### src/acr_pkg.sv
// What this block does
// RQ1: role field: slave at 000, four master ratios
// RQ2: format default 24-bit I2S, LJ, RJ, 16-bit RJ
// RQ3: format codes 100-111 give DSP and TDM
// RQ4: pair power-save fades out, resets, powers down
// RQ5: release fades in; registers stay usable
// RQ6: host waits settle delay after power-save change
// RQ7: bypass bit per pair disables high-pass filter
// RQ8: input bit per channel: differential or single-ended
// RQ9: phase bit per channel inverts analog input
// RQ10: mute ramps attenuator to infinite attenuation
// RQ11: unmute ramps back to last programmed level
// RQ12: mute overrides programmed level in same attenuator
// RQ13: sticky overflow flags, any read clears all (code: only a read of ACR_OFS_OVERFLOW clears)
// RQ14: mode bit: own level, or master plus own
// RQ15: speed bit: N x 2048 or N x 4096 samples
// RQ16: N is 1 single rate, 2 dual rate
// RQ17: polarity 0: overflow pin high on overflow
// RQ18: polarity 1: overflow pin low on overflow
// RQ19: sampling mode auto, forced single, forced dual
// RQ20: level code 215 is 0 dB, 14 down mutes
package acr_pkg;
    // ********
    // register offsets
    // ********
    localparam logic [7:0] ACR_OFS_SAMPLING = 8'h50;
    localparam logic [7:0] ACR_OFS_ROLE_FMT = 8'h51;
    localparam logic [7:0] ACR_OFS_PSAVE_BYP = 8'h52;
    localparam logic [7:0] ACR_OFS_INPUT_CFG = 8'h53;
    localparam logic [7:0] ACR_OFS_INPUT_PHASE = 8'h54;
    localparam logic [7:0] ACR_OFS_SOFT_MUTE = 8'h55;
    localparam logic [7:0] ACR_OFS_OVERFLOW = 8'h56;
    localparam logic [7:0] ACR_OFS_ATT_POL = 8'h57;
    localparam logic [7:0] ACR_OFS_LEVEL_MASTER = 8'h58;
    localparam logic [7:0] ACR_OFS_LEVEL_LAST = 8'h5e;
    // ********
    // field positions and reset values
    // ********
    localparam int ACR_ROLE_LSB = 4;
    localparam int ACR_PSAVE_LSB = 4;
    localparam int ACR_ATT_MODE_BIT = 7;
    localparam int ACR_ATT_SPEED_BIT = 6;
    localparam int ACR_OVF_POL_BIT = 0;
    localparam logic [7:0] ACR_RESET_ZERO = 8'h00;
    localparam logic [7:0] ACR_LEVEL_DEFAULT = 8'hd7;
    localparam logic [7:0] ACR_LEVEL_MUTE_MAX = 8'h0e;
    localparam logic [7:0] ACR_LEVEL_MAX = 8'hff;
    localparam logic [7:0] ACR_GAIN_FULL = 8'hff;
    // ********
    // codes
    // ********
    localparam logic [2:0] ACR_ROLE_SLAVE = 3'h0;
    localparam logic [2:0] ACR_ROLE_768 = 3'h1;
    localparam logic [2:0] ACR_ROLE_512 = 3'h2;
    localparam logic [2:0] ACR_ROLE_384 = 3'h3;
    localparam logic [2:0] ACR_ROLE_256 = 3'h4;
    localparam logic [1:0] ACR_SR_AUTO = 2'h0;
    localparam logic [1:0] ACR_SR_SINGLE = 2'h1;
    localparam logic [1:0] ACR_SR_DUAL = 2'h2;
    // ********
    // ramp timing, in sample periods
    // ********
    localparam int ACR_RAMP_BASE_SAMPLES = 2048;
    localparam int ACR_LEVEL_STEPS = 256;
    localparam logic [5:0] ACR_STEP_BASE = 6'(ACR_RAMP_BASE_SAMPLES / ACR_LEVEL_STEPS);
endpackage

### src/acr_chan_ramp.sv
`timescale 1ns/1ps
`default_nettype none
module acr_chan_ramp
    import acr_pkg::*;
(
    // clock and reset
    input wire logic mclk,
    input wire logic sys_rst,
    input wire logic ce,
    // timing
    input wire logic fs_tick,
    input wire logic [5:0] step_interval,
    // level
    input wire logic [7:0] target,
    output logic [7:0] level,
    output logic busy
);
    logic [7:0] tgt, next_tgt, next_level;
    logic [5:0] cnt, next_cnt;
    logic next_busy;

    always_comb begin
        next_tgt = tgt;
        next_level = level;
        next_cnt = cnt;
        next_busy = busy;
        if (fs_tick) begin
            if (!busy) begin
                // a new target is only taken once the previous ramp is done
                if (target != level) begin
                    next_tgt = target;
                    next_busy = 1'b1;
                    next_cnt = 6'h00;
                end
            end else if (cnt >= step_interval - 6'h01) begin
                next_cnt = 6'h00;
                if (level < tgt) begin
                    next_level = level + 8'h01;
                end else if (level > tgt) begin
                    next_level = level - 8'h01;
                end
                if (next_level == tgt) begin
                    next_busy = 1'b0;
                end
            end else begin
                next_cnt = cnt + 6'h01;
            end
        end
    end

    always_ff @(posedge mclk or posedge sys_rst) begin
        if (sys_rst) begin
            tgt <= ACR_LEVEL_DEFAULT;
            level <= ACR_LEVEL_DEFAULT;
            cnt <= 6'h00;
            busy <= 1'b0;
        end else if (ce) begin
            tgt <= next_tgt;
            level <= next_level;
            cnt <= next_cnt;
            busy <= next_busy;
        end
    end
endmodule // acr_chan_ramp
`default_nettype wire

### src/acr_pair_fade.sv
`timescale 1ns/1ps
`default_nettype none
module acr_pair_fade
    import acr_pkg::*;
(
    // clock and reset
    input wire logic mclk,
    input wire logic sys_rst,
    input wire logic ce,
    // control
    input wire logic fs_tick,
    input wire logic save,
    // status
    output logic [7:0] gain,
    output logic powered_down,
    output logic data_reset
);
    typedef enum logic [1:0] {ACR_RUN, ACR_FADE_OUT, ACR_DOWN, ACR_FADE_IN} acr_fade_state_t;
    acr_fade_state_t state, next_state;
    logic [7:0] next_gain;

    always_comb begin
        next_state = state;
        next_gain = gain;
        case (state)
            ACR_RUN: begin
                if (save) begin
                    next_state = ACR_FADE_OUT;
                end
            end
            ACR_FADE_OUT: begin
                if (!save) begin
                    next_state = ACR_FADE_IN;
                end else if (gain == 8'h00) begin
                    next_state = ACR_DOWN;
                end else if (fs_tick) begin
                    next_gain = gain - 8'h01;
                end
            end
            ACR_DOWN: begin
                if (!save) begin
                    next_state = ACR_FADE_IN;
                end
            end
            ACR_FADE_IN: begin
                if (save) begin
                    next_state = ACR_FADE_OUT;
                end else if (gain == ACR_GAIN_FULL) begin
                    next_state = ACR_RUN;
                end else if (fs_tick) begin
                    next_gain = gain + 8'h01;
                end
            end
            default: begin
                next_state = ACR_RUN;
                next_gain = ACR_GAIN_FULL;
            end
        endcase
    end

    always_ff @(posedge mclk or posedge sys_rst) begin
        if (sys_rst) begin
            state <= ACR_RUN;
            gain <= ACR_GAIN_FULL;
        end else if (ce) begin
            state <= next_state;
            gain <= next_gain;
        end
    end

    assign powered_down = (state == ACR_DOWN);
    assign data_reset = (state == ACR_DOWN);
endmodule // acr_pair_fade
`default_nettype wire

### src/acr_regs.sv
`timescale 1ns/1ps
`default_nettype none
module acr_regs
    import acr_pkg::*;
(
    // clock and reset
    input wire logic mclk,
    input wire logic sys_rst,
    input wire logic ce,
    // register port
    input wire logic [7:0] reg_addr,
    input wire logic [7:0] reg_wdata,
    input wire logic reg_wr,
    input wire logic reg_rd,
    output logic [7:0] reg_rdata,
    // converter side inputs
    input wire logic fs_tick,
    input wire logic [2:0] slave_clock_ratio,
    input wire logic [5:0] overflow_event,
    // interface configuration
    output logic adc_master,
    output logic [2:0] adc_interface_role,
    output logic [2:0] adc_serial_format,
    output logic fmt_word16,
    output logic fmt_right_justified,
    output logic fmt_left_justified,
    output logic fmt_i2s,
    output logic fmt_dsp,
    output logic fmt_tdm,
    output logic dual_rate,
    // analog and filter control
    output logic [2:0] highpass_bypass,
    output logic [5:0] adc_input_single_ended,
    output logic [5:0] adc_input_invert,
    // power-save
    output logic [2:0] pair_powered_down,
    output logic [2:0] pair_data_reset,
    output logic [23:0] pair_fade_gain,
    // attenuators
    output logic [47:0] adc_channel_level,
    output logic [5:0] ramp_busy,
    // overflow pin
    output logic overflow_pin
);
    // ********
    // helpers
    // ********
    function automatic logic is_muted(input logic [7:0] code);
        is_muted = (code <= ACR_LEVEL_MUTE_MAX);
    endfunction

    // master plus own in dB: code = a + b - 215, held at +20 dB
    function automatic logic [7:0] eff_level(input logic [7:0] own, input logic [7:0] mst,
                                            input logic mode, input logic mute);
        logic [9:0] sum;
        sum = {2'b00, own} + {2'b00, mst} - {2'b00, ACR_LEVEL_DEFAULT};
        if (mute) begin
            eff_level = 8'h00; // RQ12
        end else if (!mode) begin
            eff_level = is_muted(own) ? 8'h00 : own; // RQ14
        end else if (is_muted(own) || is_muted(mst) || sum[9]) begin
            eff_level = 8'h00; // RQ20
        end else if (sum > {2'b00, ACR_LEVEL_MAX}) begin
            eff_level = ACR_LEVEL_MAX; // RQ14
        end else if (sum[7:0] <= ACR_LEVEL_MUTE_MAX) begin
            eff_level = 8'h00;
        end else begin
            eff_level = sum[7:0];
        end
    endfunction

    function automatic logic ratio_is_dual(input logic [2:0] ratio);
        ratio_is_dual = (ratio == ACR_ROLE_384) || (ratio == ACR_ROLE_256);
    endfunction

    // ********
    // register state
    // ********
    logic [1:0] sampling_mode, next_sampling_mode;
    logic [2:0] role, next_role;
    logic [2:0] fmt, next_fmt;
    logic [2:0] psave, next_psave;
    logic [2:0] bypass, next_bypass;
    logic [5:0] single_ended, next_single_ended;
    logic [5:0] invert, next_invert;
    logic [5:0] mute, next_mute;
    logic [5:0] ovf_flags, next_ovf_flags;
    logic att_mode, next_att_mode;
    logic att_speed, next_att_speed;
    logic ovf_pol, next_ovf_pol;
    logic [7:0] level_reg [0:6];
    logic [7:0] next_level_reg [0:6];
    logic [7:0] next_rdata;
    logic next_overflow_pin;
    logic level_hit;
    logic [2:0] level_idx;

    assign level_hit = (reg_addr >= ACR_OFS_LEVEL_MASTER) && (reg_addr <= ACR_OFS_LEVEL_LAST);
    assign level_idx = 3'(reg_addr - ACR_OFS_LEVEL_MASTER);

    always_comb begin
        next_sampling_mode = sampling_mode;
        next_role = role;
        next_fmt = fmt;
        next_psave = psave;
        next_bypass = bypass;
        next_single_ended = single_ended;
        next_invert = invert;
        next_mute = mute;
        next_att_mode = att_mode;
        next_att_speed = att_speed;
        next_ovf_pol = ovf_pol;
        for (int i = 0; i < 7; i++) begin
            next_level_reg[i] = level_reg[i];
        end
        // writes are accepted in every power-save state
        if (reg_wr) begin // RQ5
            case (reg_addr)
                ACR_OFS_SAMPLING: next_sampling_mode = reg_wdata[1:0];
                ACR_OFS_ROLE_FMT: begin
                    next_role = reg_wdata[ACR_ROLE_LSB +: 3]; // RQ1
                    next_fmt = reg_wdata[2:0]; // RQ2
                end
                ACR_OFS_PSAVE_BYP: begin
                    next_psave = reg_wdata[ACR_PSAVE_LSB +: 3]; // RQ4
                    next_bypass = reg_wdata[2:0]; // RQ7
                end
                ACR_OFS_INPUT_CFG: next_single_ended = reg_wdata[5:0]; // RQ8
                ACR_OFS_INPUT_PHASE: next_invert = reg_wdata[5:0]; // RQ9
                ACR_OFS_SOFT_MUTE: next_mute = reg_wdata[5:0]; // RQ10
                ACR_OFS_ATT_POL: begin
                    next_att_mode = reg_wdata[ACR_ATT_MODE_BIT]; // RQ14
                    next_att_speed = reg_wdata[ACR_ATT_SPEED_BIT]; // RQ15
                    next_ovf_pol = reg_wdata[ACR_OVF_POL_BIT]; // RQ17
                end
                default: begin
                    if (level_hit) begin
                        next_level_reg[level_idx] = reg_wdata; // RQ20
                    end
                end
            endcase
        end
    end

    // ********
    // read path and sticky overflow flags
    // ********
    always_comb begin
        next_rdata = reg_rdata;
        next_ovf_flags = ovf_flags;
        if (reg_rd) begin
            case (reg_addr)
                ACR_OFS_SAMPLING: next_rdata = {6'h00, sampling_mode};
                ACR_OFS_ROLE_FMT: next_rdata = {1'b0, role, 1'b0, fmt};
                ACR_OFS_PSAVE_BYP: next_rdata = {1'b0, psave, 1'b0, bypass};
                ACR_OFS_INPUT_CFG: next_rdata = {2'b00, single_ended};
                ACR_OFS_INPUT_PHASE: next_rdata = {2'b00, invert};
                ACR_OFS_SOFT_MUTE: next_rdata = {2'b00, mute};
                ACR_OFS_OVERFLOW: begin
                    next_rdata = {2'b00, ovf_flags};
                    next_ovf_flags = 6'h00; // RQ13
                end
                ACR_OFS_ATT_POL: next_rdata = {att_mode, att_speed, 5'h00, ovf_pol};
                default: next_rdata = level_hit ? level_reg[level_idx] : 8'h00;
            endcase
        end
        // a new event in the clearing cycle survives
        next_ovf_flags = next_ovf_flags | overflow_event; // RQ13
        next_overflow_pin = (|overflow_event) ^ ovf_pol; // RQ17 RQ18
    end

    always_ff @(posedge mclk or posedge sys_rst) begin
        if (sys_rst) begin
            sampling_mode <= ACR_SR_AUTO;
            role <= ACR_ROLE_SLAVE;
            fmt <= ACR_RESET_ZERO[2:0];
            psave <= ACR_RESET_ZERO[2:0];
            bypass <= ACR_RESET_ZERO[2:0];
            single_ended <= ACR_RESET_ZERO[5:0];
            invert <= ACR_RESET_ZERO[5:0];
            mute <= ACR_RESET_ZERO[5:0];
            ovf_flags <= ACR_RESET_ZERO[5:0];
            att_mode <= 1'b0;
            att_speed <= 1'b0;
            ovf_pol <= 1'b0;
            for (int i = 0; i < 7; i++) begin
                level_reg[i] <= ACR_LEVEL_DEFAULT;
            end
            reg_rdata <= ACR_RESET_ZERO;
            overflow_pin <= 1'b0;
        end else if (ce) begin
            sampling_mode <= next_sampling_mode;
            role <= next_role;
            fmt <= next_fmt;
            psave <= next_psave;
            bypass <= next_bypass;
            single_ended <= next_single_ended;
            invert <= next_invert;
            mute <= next_mute;
            ovf_flags <= next_ovf_flags;
            att_mode <= next_att_mode;
            att_speed <= next_att_speed;
            ovf_pol <= next_ovf_pol;
            for (int i = 0; i < 7; i++) begin
                level_reg[i] <= next_level_reg[i];
            end
            reg_rdata <= next_rdata;
            overflow_pin <= next_overflow_pin;
        end
    end

    // ********
    // interface role, format and sampling mode decode
    // ********
    logic [2:0] clock_ratio;
    logic [5:0] step_interval;
    logic is_master;

    assign is_master = (role >= ACR_ROLE_768) && (role <= ACR_ROLE_256); // RQ1
    assign clock_ratio = is_master ? role : slave_clock_ratio;

    always_comb begin
        case (sampling_mode) // RQ19
            ACR_SR_SINGLE: dual_rate = 1'b0;
            ACR_SR_DUAL: dual_rate = 1'b1;
            default: dual_rate = ratio_is_dual(clock_ratio);
        endcase
    end

    // step spacing: base x N x (1 or 2)
    assign step_interval = ACR_STEP_BASE << ({1'b0, dual_rate} + {1'b0, att_speed}); // RQ15 RQ16

    assign adc_master = is_master;
    assign adc_interface_role = role;
    assign adc_serial_format = fmt;
    assign fmt_word16 = (fmt == 3'h3); // RQ2
    assign fmt_right_justified = fmt inside {3'h2, 3'h3};
    assign fmt_left_justified = fmt inside {3'h1, 3'h5, 3'h7}; // RQ3
    assign fmt_i2s = fmt inside {3'h0, 3'h4, 3'h6};
    assign fmt_dsp = fmt inside {3'h4, 3'h5}; // RQ3
    assign fmt_tdm = fmt inside {3'h6, 3'h7}; // RQ3
    assign highpass_bypass = bypass; // RQ7
    assign adc_input_single_ended = single_ended; // RQ8
    assign adc_input_invert = invert; // RQ9

    // ********
    // per-pair power-save and per-channel attenuators
    // ********
    for (genvar p = 0; p < 3; p++) begin : g_pair
        acr_pair_fade u_fade (
            .mclk(mclk),
            .sys_rst(sys_rst),
            .ce(ce),
            .fs_tick(fs_tick),
            .save(psave[p]), // RQ4 RQ5
            .gain(pair_fade_gain[8*p +: 8]),
            .powered_down(pair_powered_down[p]),
            .data_reset(pair_data_reset[p])
        );
    end

    for (genvar c = 0; c < 6; c++) begin : g_chan
        logic [7:0] target;
        assign target = eff_level(level_reg[c + 1], level_reg[0], att_mode, mute[c]); // RQ11 RQ12
        acr_chan_ramp u_ramp (
            .mclk(mclk),
            .sys_rst(sys_rst),
            .ce(ce),
            .fs_tick(fs_tick),
            .step_interval(step_interval), // RQ15
            .target(target), // RQ10
            .level(adc_channel_level[8*c +: 8]),
            .busy(ramp_busy[c])
        );
    end
endmodule // acr_regs
`default_nettype wire

### config.mk
export PLATFORM = sky130hd
export DESIGN_NAME = acr_regs
export DESIGN_NICKNAME = d
export VERILOG_FILES = /design/src/acr_pkg.sv /design/src/acr_chan_ramp.sv /design/src/acr_pair_fade.sv /design/src/acr_regs.sv
export SDC_FILE = /design/constraint.sdc
export NUM_CORES = 1
export LEC_CHECK = 0
export BUFFER_PORTS_ARGS = -buffer_cell sky130_fd_sc_hd__buf_2
export CAP_MARGIN = 20
export CORE_MARGIN = 1
export CORE_UTILIZATION = 68
export CTS_CLUSTER_DIAMETER = 80
export DETAILED_ROUTE_END_ITERATION = 10
export PLACE_DENSITY = 0.88
export SYNTH_ARGS = -nofsm -noshare
export SYNTH_HDL_FRONTEND = slang
export SYNTH_HIERARCHICAL = 1
export SYNTH_SLANG_ARGS = --single-unit
### constraint.sdc
create_clock -name mclk -period 10.5 [get_ports mclk]
set_input_delay 2.1 -clock mclk [delete_from_list [all_inputs] [get_ports mclk]]
set_output_delay 2.1 -clock mclk [all_outputs]
set_load 0.005 [all_outputs]
Yosys cells after proc, flatten, opt, wreduce, memory -nomap -nowiden
Index checks and enable logic that the tools add are counted.

Flip-flop bits (word level): 274. Output and inout port bits: 122. Memory bits (writable): 0. Memories kept: 0. Memory bits (read-only): 0. Word-level logic and storage cells: 452. Latch bits: 0.

Add/subtract/negate cells: 39. Bitwise logic cells: 10. $lt $le $gt $ge: 43. Multiplexer cells: 162. Reduce and logical (&&, ||, !) cells: 73. Multiply operators: 0. Eq/ne operators: 73. Shift operators: 1. Divide/modulo/power cells: 0.

Operator list (count): 8-bit two-way mux (88); 6-bit two-way mux (20); 8-bit by 4-bit <= comparator with 1-bit output (second input constant) (13); 8-bit by 1-bit adder with 8-bit output (second input constant) (9); 8-bit by 1-bit subtractor with 8-bit output (second input constant) (9); 8-bit by 7-bit == test with 1-bit output (second input constant) (8); 8-bit case mux with 8 select lines (1); 10-bit by 8-bit > comparator with 1-bit output (second input constant) (6); 9-bit by 8-bit subtractor with 10-bit output (second input constant) (6); 56-bit bitwise mux (1); 8-bit by 8-bit adder with 9-bit output (6); 4-bit AND reduction (13); 8-bit == test (6); 8-bit > comparator (6); 8-bit less-than comparator (6); 2-bit != test (second input constant) (24); 8-bit != test (6); 8-bit case mux with 2 select lines (3); 3-bit AND reduction (13); 6-bit by 1-bit adder with 6-bit output (second input constant) (6); 6-bit greater-or-equal comparator (6); 2-bit two-way mux (18); 8-bit binary-select mux with 3-bit select (1); 8-bit demux with 3-bit select (1); other kinds (37) (125).

Longest topological paths before layout
Gate-level depths: netlist of the first run.

Depth in word-level cells: 17. Mapped depth: 19. Mapped depth without buffers: 18.

Modules after synthesis
Netlist of the first run, hierarchy kept.

Modules (own cells, without submodules): acr_chan_ramp (seq. area each 590.6 um2, area an instance 1920.6 um2, instances 6, cells each 223); acr_regs (seq. area each 2705.1 um2, area an instance 9243.9 um2, instances 1, cells each 968); acr_pair_fade at g_pair[0].u_fade ... (seq. area each 260.2 um2, area an instance 887.1 um2, instances 2, cells each 85); acr_pair_fade at g_pair[2].u_fade (seq. area each 260.2 um2, area an instance 900.9 um2, instances 1, cells each 95).

Worst setup path before layout of the first run
Ideal clock, no wire load.

Path type: in2reg. From: in slave_clock_ratio[1]. To: reg g_chan[0].u_ramp.busy. Setup time: 0.145 ns. Stages: 19. Slack: 5.378 ns. Arrival: 4.978 ns. Data required time: 10.355 ns. Cell sequence: nand2_1 > nor2_1 > a21oi_1 > o21ai_0 > a211oi_1 > a21o_1 > ha_1 > nor2_1 > nand2_1 > xor2_1 > ha_1 > o21ai_0 > o21bai_1 > a21oi_1 > or2_1 > buf_2 > a311o_1 > nor3_2 > a41oi_1.

Longest elaborated chain between the ends: 10. Elaborated cells on any way between the ends: 11. Classes of those cells: add/sub: 2; order compare: 1; eq/ne: 2; shift: 1; mux: 4; reduce/logical: 1.

Ends and longest elaborated chain: start, declared (line acr_regs.sv:18) `input wire logic [2:0] slave_clock_ratio,`; 3-bit two-way mux (*) (line acr_regs.sv:220) `assign clock_ratio = is_master ? role : slave_clock_ratio;`; 3-bit by 2-bit == test with 1-bit output or 3-bit == test (tied branches) (line acr_regs.sv:73) `ratio_is_dual = (ratio == ACR_ROLE_384) || (ratio == ACR_ROLE_256);`; 1-bit logical OR (*) (line acr_regs.sv:73); 1-bit case mux with 2 select lines (*) (line acr_regs.sv:223) `case (sampling_mode)`; 1-bit by 1-bit adder with 2-bit output (*) (line acr_regs.sv:231) `assign step_interval = ACR_STEP_BASE << ({1'b0, dual_rate} + {1'b0, att_speed});`; 4-bit by 2-bit << shifter with 6-bit output (*) (line acr_regs.sv:231); net step_interval[3] (line acr_regs.sv:216) `logic [5:0] step_interval;`; 6-bit by 1-bit subtractor with 6-bit output (*) (line acr_chan_ramp.sv:35) `end else if (cnt >= step_interval - 6'h01) begin`; 6-bit greater-or-equal comparator (*) (line acr_chan_ramp.sv:35); 1-bit two-way mux (*) (line acr_chan_ramp.sv:35); 1-bit two-way mux (*) (line acr_chan_ramp.sv:28) `if (!busy) begin`; end signal, assigned (line acr_chan_ramp.sv:61) `busy <= next_busy;`; end, declared (line acr_chan_ramp.sv:16) `output logic busy`.

The timed path passes the listed nets; every way through them passes the cells marked *. A chain may end at the register's enable or synchronous reset.

Final worst setup path of the first run
From: in slave_clock_ratio[1]. To: out dual_rate.

Longest elaborated chain between the ends: 4. Elaborated cells on any way between the ends: 5. Classes of those cells: eq/ne: 2; mux: 2; reduce/logical: 1.

Ends and longest elaborated chain: 3-bit two-way mux (*) (line acr_regs.sv:220); 3-bit by 2-bit == test with 1-bit output or 3-bit == test (tied branches) (line acr_regs.sv:73); 1-bit logical OR (*) (line acr_regs.sv:73); 1-bit case mux with 2 select lines (*) (line acr_regs.sv:223); end, declared (line acr_regs.sv:30) `output logic dual_rate,`.

Mark *: on every way between the ends. The rest lies on a longest branch, timed or not.

==> flow_summary_export.csv, run 1 <==
group,metric,value,unit
status,status,"finished, final reports clean",
logic_synthesis,async_flop_share,100,%
floorplan,ios,153,
grt,antenna_found_initial,3,
sta,worstMarginPinSlew,1.06,ns
pwr,switching_share,39.2,%
sta,hold_viol,0,
sta,period_share,51.3,%
placement,dp_hpwl,45400,um
cts,insertion_delay,0.61,ns
route,drt_iter0_drc,2072,
pwr,p_clk_share,24.7,%
grt,grt_pass1_wl,103000,um
pwr,p_sw,1.82,mW
route,routed-wl-met2,29800,um
route,vias,20700,
setup_path,crit_chain,"buf_2 -> nand2_1 -> nor2_1 -> a21oi_1 -> o21ai_0 -> a211oi_1 -> a21oi_1 -> buf_2",
setup_path,path_max_fanout,2,
floorplan,die_area,35200,um^2
grt,grt_pass1_vias,20500,
cts,htree_levels,1,
logic_synthesis,synth_most_common_cell,"ha_1",
logic_synthesis,avgSynthCellArea,9.12,um^2
setup_path,cp-start-kind,"input port",
cts,numCtsBuffers,31,
pwr,p_seq_share,34.3,%
pwr,powerDensity,182,nW/um^2
floorplan,core,33700,um^2
finish,area_growth_syn_to_layout,8.90,%
route,maxUsedRoutingLayer,"met5",
finish,seqCellArea,7030,um^2
cts,cts_resized,0,
finish,fin_util,75.8,%
logic_synthesis,ys_ff_latch,274,
grt,grt_util_all_layers,35.7,%
pwr,combPwrFrac,41.0,%
logic_synthesis,synth.distinct_cells,100,
sta,fmax,0.185,GHz
logic_synthesis,synthFlopType,"dfstp_2",
cts,clockBufferDepth,3,
route,drc,0,
setup_path,end_kind,"output pin",
logic_synthesis,synth_area_leaders,"dfstp_2, dfrtp_1, ha_1",
route,dr.pass1.iters,6,
finish,layout.nets,2974,
route,drt_wl_total,63700,um
floorplan,core.rowCount,67,
setup_path,arrival,3.29,ns
pwr,ir_drop,0.236,mV
pwr,p_int,2.83,mW
cts,root_buffer,"clkbuf_16",
grt,grt_max_degree,86,
setup_path,crit_required,8.40,ns
logic_synthesis,ys_warn_count,6,
cts,clkSinkCount,274,
cts,post-cts-setup-buffers,0,
sta,max_slew_margin,29.2,%
cts,cts_tree,"done",
grt,grt_overflow,0,
setup_path,ff2ff_setup_slack,5.22,ns
route,wl_per_cell,20.1,um
sta,rsz0062_at_grt,"no",
pwr,p_leak,11.7,nW
finish,drive_gt1_share,19.3,%
logic_synthesis,synth.largest_area_cell,"dfstp_2",
setup_path,critPathMaxStageDelay,0.34,ns
route,ant_nets,0,
setup_path,cp_slowest_cell,"a211oi_1",
cts,hold_buffers,0,
cts,cts.clk_slew.worst_paths,0.06,ns
sta,fin_setup_tns,0,ns
route,vias_per_cell,6.53,
logic_synthesis,netlist_instances,2571,
route,met3WireLength,5840,um
logic_synthesis,ys_seq_area_share,30.0,%
sta,slew_viol_final,0,
worst_hold_path,holdCritPathClass,"reg -> reg",
finish,largest_reg_flops,56,
sta,finalClockSkew,0.0197,ns
placement,gp_congestion,0.969,
logic_synthesis,syn_area,23400,um^2
setup_path,crit_type,"in -> out",
logic_synthesis,synth_common_cells,"ha_1, nand2_1, inv_1, nor2_1, a21oi_1",
logic_synthesis,yosys.area.top_type_share,15.5,%
finish,multi_input_comb_area,15400,um^2
finish,n_fill_cell,2356,
logic_synthesis,synth_edf_count,0,
floorplan,die_h,188,um
route,wl_met1,25300,um
floorplan,initial_core_util,69.6,%
sta,setup_ws,5.11,ns
run,drv_cap,0,
placement,io_buffer_count,152,
sta,layout_min_cycle_time,5.39,ns
sta,setup_viol_count_final,0,
floorplan,die_w,188,um
placement,pre_cts_slack,4.42,ns
-- metrics by stage --
| step | area, um^2 | hold WS (ns) | power, mW | instances |
|---|---|---|---|---|
| 5_1_grt | 25500 | 0.520 | 4.93 | 3174 |
| 3_3_place_gp | 24400 | 0.472 | 3.34 | 3111 |
| 2_1_floorplan | 23600 | 0.452 | 3.00 | 2612 |
| 4_1_cts | 25500 | 0.491 | 4.62 | 3168 |
| 6_report | 25500 | 0.487 | 4.65 | 3175 |
| 3_5_place_dp | 24400 | 0.480 | 3.45 | 3111 |
-- per-layer routing --
| metal | track usage (%) | up-vias |
|---|---|---|
| met5 | 0 | - |
| met4 | 15.5 | 2 |
| met3 | 6.55 | 223 |
| met2 | 58.6 | 1070 |
| met1 | 46.0 | 9939 |
| li1 | - | 9511 |
-- cell type report --
cell class	count	area share (%)
antenna	3	0.0294
sequential	274	27.5
clock inverter	10	0.564
tap	448	2.20
multi-input combinational	2055	60.2
clock buffer	47	3.59
timing repair buffer	160	3.30
inverter	178	2.63
-- worst paths after layout --
kind,start,to,cells past startpoint
worst min-delay path,g_chan[3].u_ramp/cnt[5],g_chan[3].u_ramp/cnt[5],1
min in group asynchronous,sys_rst,mute[4],2
worst max register to register,level_reg[49],g_chan[4].u_ramp/tgt[0],14
max in group asynchronous,sys_rst,level_reg[8],4
worst max-delay path,slave_clock_ratio[1],dual_rate,8
worst min register to register,g_chan[3].u_ramp/cnt[5],g_chan[3].u_ramp/cnt[5],1
-- kinds of logic after synthesis --
family	Yosys count	synth area share [%]
other	1	0.0160
and+or+nand+nor	744	16.7
xor gates and xnor gates	233	9.09
buffers and inverters	283	5.16
DFF	274	30.0
muxes	149	7.51
AOI/OAI and AO/OA	644	18.1
adders and majority gates	243	13.4
-- critical path, delay by kind of cell --
family,cells,cell delay [ns]
AND/OR/NAND/NOR,2,0.10
buffers and inverters,2,0.27
AO/OA/AOI/OAI,4,0.83
-- power by group through the flow --
| stage | clock [mW] | combinational [mW] | sequential, mW |
|---|---|---|---|
| floorplan | 0 | 1.55 | 1.45 |
| global placement | 0 | 1.76 | 1.59 |
| detailed placement | 0 | 1.85 | 1.60 |
| CTS | 1.16 | 1.87 | 1.59 |
| global route | 1.20 | 2.11 | 1.62 |
| finish | 1.15 | 1.91 | 1.60 |
-- cells in the final DEF, fill, tap and decap left out, drive strengths merged, types with 10 or more instances in the layout --
cell type  instances
o311ai            22
fa                12
a2111oi           13
a211oi            29
xor2             101
nand3b            11
ha               231
or2               14
a21oi            161
o21ai            194
a221o             16
nor4              28
mux2             106
mux2i             35
nor2b             57
nor3              55
xnor2            132
dfstp            138
nand2            181
inv              179
o21bai            11
nand4             36
nor2             165
o22ai             12
or3b              10
o31ai             20
o21a              14
buf              159
o2111ai           20
o211ai            15
a31oi             20
dfrtp            136
and3              29
nand3             66
conb              42
a21o              33
nand2b            42
clkbuf            48
Power figures use the tool's default switching activity.
==> run 2: changes to the inputs <==
Settings changed: CORE_UTILIZATION 68 to 57, PLACE_DENSITY 0.88 to 0.79.
Clock period 10.5 ns to 4.8 ns, I/O delays scaled along.
==> flow_summary_export.csv, run 2 (synthesis results as in run 1) <==
group,metric,value,unit
sta,fin_setup_tns,0,ns
floorplan,core,40200,um^2
status,status,"finished, final reports clean",
setup_path,crit_type,"reg -> reg",
setup_path,r2r_start,"level_reg[49]",
route,met3WireLength,4820,um
sta,setup_viol_count_final,0,
pwr,total_power,10.6,mW
cts,post-cts-setup-buffers,0,
route,drt_iter0_drc,1552,
finish,fin_util,64.4,%
route,drc,0,
setup_path,path_max_fanout,14,
setup_path,crit_required,5.27,ns
route,drt_wl_total,63400,um
sta,finalClockSkew,0.0273,ns
worst_hold_path,worstHoldPathCells,1,
cts,cts.clk_slew.worst_paths,0.06,ns
finish,layout_common_cells,"ha_1, nand2_1, inv_1",
setup_path,ff2ff_setup_slack,0.30,ns
route,vias_per_cell,6.26,
grt,grt_max_degree,56,
cts,insertion_delay,0.56,ns
cts,clockBufferDepth,3,
pwr,p_leak,11.9,nW
sta,hold_viol,0,
grt,grt_util_all_layers,30.3,%
route,dr.pass1.iters,5,
cts,numCtsBuffers,36,
sta,rsz0062_at_grt,"no",
grt,grt_pass1_wl,103000,um
grt,grt_pass1_vias,20200,
pwr,powerDensity,408,nW/um^2
run,drv_cap,0,
grt,grt_overflow,0,
cts,root_buffer,"clkbuf_16",
finish,layout.nets,2987,
worst_hold_path,min_to,"g_chan[0].u_ramp/cnt[5]",
route,maxUsedRoutingLayer,"met5",
finish,final_common_cell,"ha_1",
sta,max_slew_margin,25.1,%
floorplan,core.rowCount,73,
route,routed-wl-met2,29700,um
route,wl_met1,26600,um
sta,slew_viol_final,0,
setup_path,cp-start-kind,"flop",
sta,fmax,0.222,GHz
sta,layout_min_cycle_time,4.50,ns
placement,gp_congestion,0.945,
setup_path,end_kind,"flop",
placement,dp_hpwl,46400,um
sta,period_share,93.8,%
sta,worstMarginPinSlew,1.11,ns
finish,drive_gt1_share,20.0,%
floorplan,ios,153,
pwr,ir_drop,0.493,mV
worst_hold_path,holdCritPathClass,"reg -> reg",
worst_hold_path,holdCritStartpoint,"g_chan[0].u_ramp/cnt[5]",
floorplan,die_area,41900,um^2
finish,largest_reg_flops,56,
route,ant_nets,0,
floorplan,die_h,205,um
finish,area_growth_syn_to_layout,10.5,%
floorplan,initial_core_util,58.3,%
cts,cts_tree,"done",
setup_path,r2r_end,"g_chan[1].u_ramp/tgt[3]",
route,vias,20500,
route,wl_per_cell,19.4,um
placement,io_buffer_count,152,
cts,clkSinkCount,274,
cts,htree_levels,2,
grt,antenna_found_initial,5,
finish,n_fill_cell,3279,
floorplan,die_w,205,um
setup_path,reg2regPathDepth,16,
setup_path,arrival,4.97,ns
run 2: through the flow:
step,cells,hold slack [ns],instance area [um^2],setup WS [ns]
global route,3269,0.505,25900,0.000538
floorplan,2612,0.452,23600,0.810
global placement,3199,0.473,24600,0.500
detailed placement,3199,0.476,24600,0.345
finish,3270,0.482,25900,0.298
CTS,3265,0.486,25900,0.322
run 2: worst max-delay path by stage:
stage,from,endpoint,slack (ns),cells past startpoint
floorplan,level_reg[49],g_chan[1].u_ramp/tgt[3],0.81,15
global placement,slave_clock_ratio[1],g_chan[3].u_ramp/busy,0.50,20
detailed placement,level_reg[49],g_chan[1].u_ramp/tgt[3],0.35,16
CTS,level_reg[49],g_chan[1].u_ramp/cnt[3],0.32,15
global route,level_reg[49],g_chan[1].u_ramp/cnt[5],0.0005,15
finish,level_reg[49],g_chan[1].u_ramp/tgt[3],0.30,16
run 2: cell type report:
class                           instances  area (um^2)  share of cell area [%]
Timing Repair Buffer                  168          881                    3.40
Clock buffer                           52         1080                    4.18
Clock inverter                         14          203                   0.783
Tap cell                              525          657                    2.54
Multi-Input combinational cell       2055        15400                    59.3
Antenna cell                            4         10.0                  0.0386
Inverter                              178          671                    2.59
Sequential cell                       274         7030                    27.1
run 2: worst max-delay path, stage by stage (launching register included):
cell	delay, ns
dfstp_2	0.71
ha_1	0.30
ha_1	0.24
fa_1	0.43
a211oi_1	0.32
o21ai_1	0.15
o211ai_1	0.17
a31oi_4	0.10
and4_1	0.27
a2111oi_1	0.60
xor2_1	0.21
nor4_1	0.07
a21oi_1	0.24
nor2b_1	0.22
buf_4	0.20
nand2_1	0.06
o21ai_0	0.11
run 2: timing repair:
item	in CTS	in global routing
hold endpoints to repair	0	0
hold buffers	0	0
setup endpoints to repair	0	11
resized for setup	0	3
run 2: report_power, final:
part | total [mW] | internal, mW | switching, mW | leakage [nW]
Combinational | 4.14 | 1.87 | 2.26 | 8.05
Clock | 2.92 | 1.80 | 1.12 | 0.639
Sequential | 3.50 | 2.84 | 0.661 | 3.17
run 2: metal layers:
layer	global-route usage (%)	vias to the layer above
met5	0	-
met4	12.6	2
met3	5.76	183
met2	49.8	824
met1	38.9	9899
li1	-	9550
==> run 3: changes to the inputs <==
Clock period 4.8 ns to 3.8 ns, I/O delays scaled along.
==> flow_summary_export.csv, run 3 (synthesis results as in run 1) <==
group,metric,value,unit
status,status,"finished with violations",
status,violations,"setup timing",
grt,grt_pass1_vias,21700,
cts,root_buffer,"clkbuf_16",
sta,hold_viol,0,
route,drt_iter0_drc,1938,
pwr,p_leak,13.3,nW
worst_hold_path,holdCritPathClass,"in -> async",
run,drv_cap,0,
floorplan,die_h,205,um
setup_path,cp_slowest_cell,"dfstp_2",
finish,seqCellArea,7030,um^2
finish,n_fill_cell,2731,
setup_path,crit_chain,"clkinvlp_4 -> buf_4 -> buf_6 -> ha_4 -> inv_2 -> ha_4 -> fa_2 -> buf_4 -> buf_4 -> xnor2_1 -> nor4_1 -> nor3_1 -> and4_4 -> a2111oi_4 -> xor2_1 -> nor4_2 -> a21oi_2 -> buf_4 -> nor2b_1 -> buf_4 -> o21ai_1 -> o31ai_1",
route,ant_nets,0,
sta,max_slew_margin,36.5,%
route,drc,0,
route,vias,22300,
pwr,ir_drop,0.583,mV
cts,clockBufferDepth,3,
sta,setup_viol_count_final,90,
setup_path,crit_required,4.25,ns
grt,grt_pass1_wl,113000,um
setup_path,critPathMaxStageDelay,0.57,ns
sta,fmax,0.231,GHz
grt,antenna_found_initial,6,
route,dr.pass1.iters,6,
finish,layout.nets,3197,
pwr,powerDensity,469,nW/um^2
finish,multi_input_comb_area,16800,um^2
floorplan,die_w,205,um
finish,fin_util,72.2,%
setup_path,ff2ff_setup_slack,-0.53,ns
sta,slew_viol_final,0,
setup_path,cp-start-kind,"flop",
route,drt_wl_total,74000,um
setup_path,end_kind,"flop",
setup_path,crit_type,"reg -> reg",
finish,layout_common_cells,"ha_1, buf_4, inv_1",
finish,largest_reg_flops,56,
setup_path,arrival,4.78,ns
floorplan,ios,153,
sta,period_share,114,%
setup_path,r2r_start,"level_reg[48]",
setup_path,reg2regPathDepth,22,
cts,htree_levels,2,
setup_path,r2r_end,"g_chan[1].u_ramp/cnt[5]",
placement,io_buffer_count,152,
cts,cts_tree,"done",
cts,numCtsBuffers,35,
finish,final_cells,3478,
sta,rsz0062_at_grt,"yes",
cts,clkSinkCount,274,
finish,final_common_cell,"ha_1",
finish,drive_gt1_share,32.7,%
grt,grt_overflow,0,
pwr,total_power,13.6,mW
setup_path,crit_family,"buffers and inverters",
route,vias_per_cell,6.40,
placement,dp_hpwl,48100,um
cts,cts.clk_slew.worst_paths,0.06,ns
finish,area_growth_syn_to_layout,23.8,%
floorplan,initial_core_util,58.3,%
setup_path,cp_common_cell,"buf_4",
floorplan,core.rowCount,73,
sta,layout_min_cycle_time,4.33,ns
route,wl_per_cell,21.3,um
setup_path,path_buf_inv,8,
setup_path,path_max_fanout,6,
cts,insertion_delay,0.58,ns
floorplan,core,40200,um^2
placement,gp_congestion,1.01,
floorplan,die_area,41900,um^2
sta,finalClockSkew,0.0411,ns
grt,grt_max_degree,59,
placement,dpl.cell_count,3338,
placement,dpl_cell_area,25700,um^2
sta,worstMarginPinSlew,0.951,ns
finish,final_area,29000,um^2
sta,setup_ws,-0.532,ns
sta,hold_ws,0.426,ns
grt,grt_util_all_layers,33.6,%
-- run 3: cell count changes in the layout (fill, tap and decap cells not counted), sizes merged --
cell,before,now
bufinv,4,2
diode,4,3
clkbuf,53,52
inv,181,180
buf,167,379
clkinvlp,0,3
clkinv,7,5
-- run 3: final cells by class --
type / count / share of cell area, %
timing repair buffer: 379 / 9.32
sequential: 274 / 24.2
clock inverter: 12 / 0.509
antenna: 3 / 0.0259
tap: 525 / 2.26
inverter: 178 / 2.34
clock buffer: 52 / 3.51
multi-input combinational: 2055 / 57.8
-- run 3: layer usage --
layer / global-route usage, % / up-vias / wire length, um
li1: - / 9968 / -
met1: 41.9 / 10700 / 28500
met2: 56.1 / 1217 / 35000
met3: 5.39 / 343 / 6400
met4: 16.7 / 2 / 4120
met5: 0 / - / 13
-- run 3: how the worst max path moves through the flow --
stage / start / end / depth (start not counted)
6_report: level_reg[48] / g_chan[1].u_ramp/cnt[5] / 22
3_5_place_dp: level_reg[49] / g_chan[3].u_ramp/tgt[3] / 15
3_3_place_gp: level_reg[49] / g_chan[1].u_ramp/tgt[3] / 16
5_1_grt: level_reg[48] / g_chan[4].u_ramp/tgt[7] / 22
4_1_cts: level_reg[49] / g_chan[4].u_ramp/tgt[0] / 18
2_1_floorplan: level_reg[49] / g_chan[2].u_ramp/tgt[3] / 15
-- run 3: what timing repair did --
item | in CTS | in global routing
setup buffers | 51 | 22
hold buffers | 0 | 0
endpoints found under the hold margin | 0 | 0
resized for setup | 275 | 134
endpoints found under the setup margin | 90 | 90
cloned | 5 | 1
pin swaps | 115 | 70
-- run 3: stage by stage --
stage | setup TNS, ns | worst slack, ns
2_1_floorplan | 0 | 0.00495
3_5_place_dp | -29.43 | -0.492
6_report | -33.35 | -0.532
3_3_place_gp | -13.99 | -0.252
4_1_cts | -9.16 | -0.221
5_1_grt | -42.31 | -0.623
-- run 3: power by group --
part | internal, mW | switching [mW] | total, mW
logic | 2.64 | 3.11 | 5.74
registers | 3.58 | 0.853 | 4.44
clock network | 2.02 | 1.41 | 3.42
total | 8.24 | 5.36 | 13.6
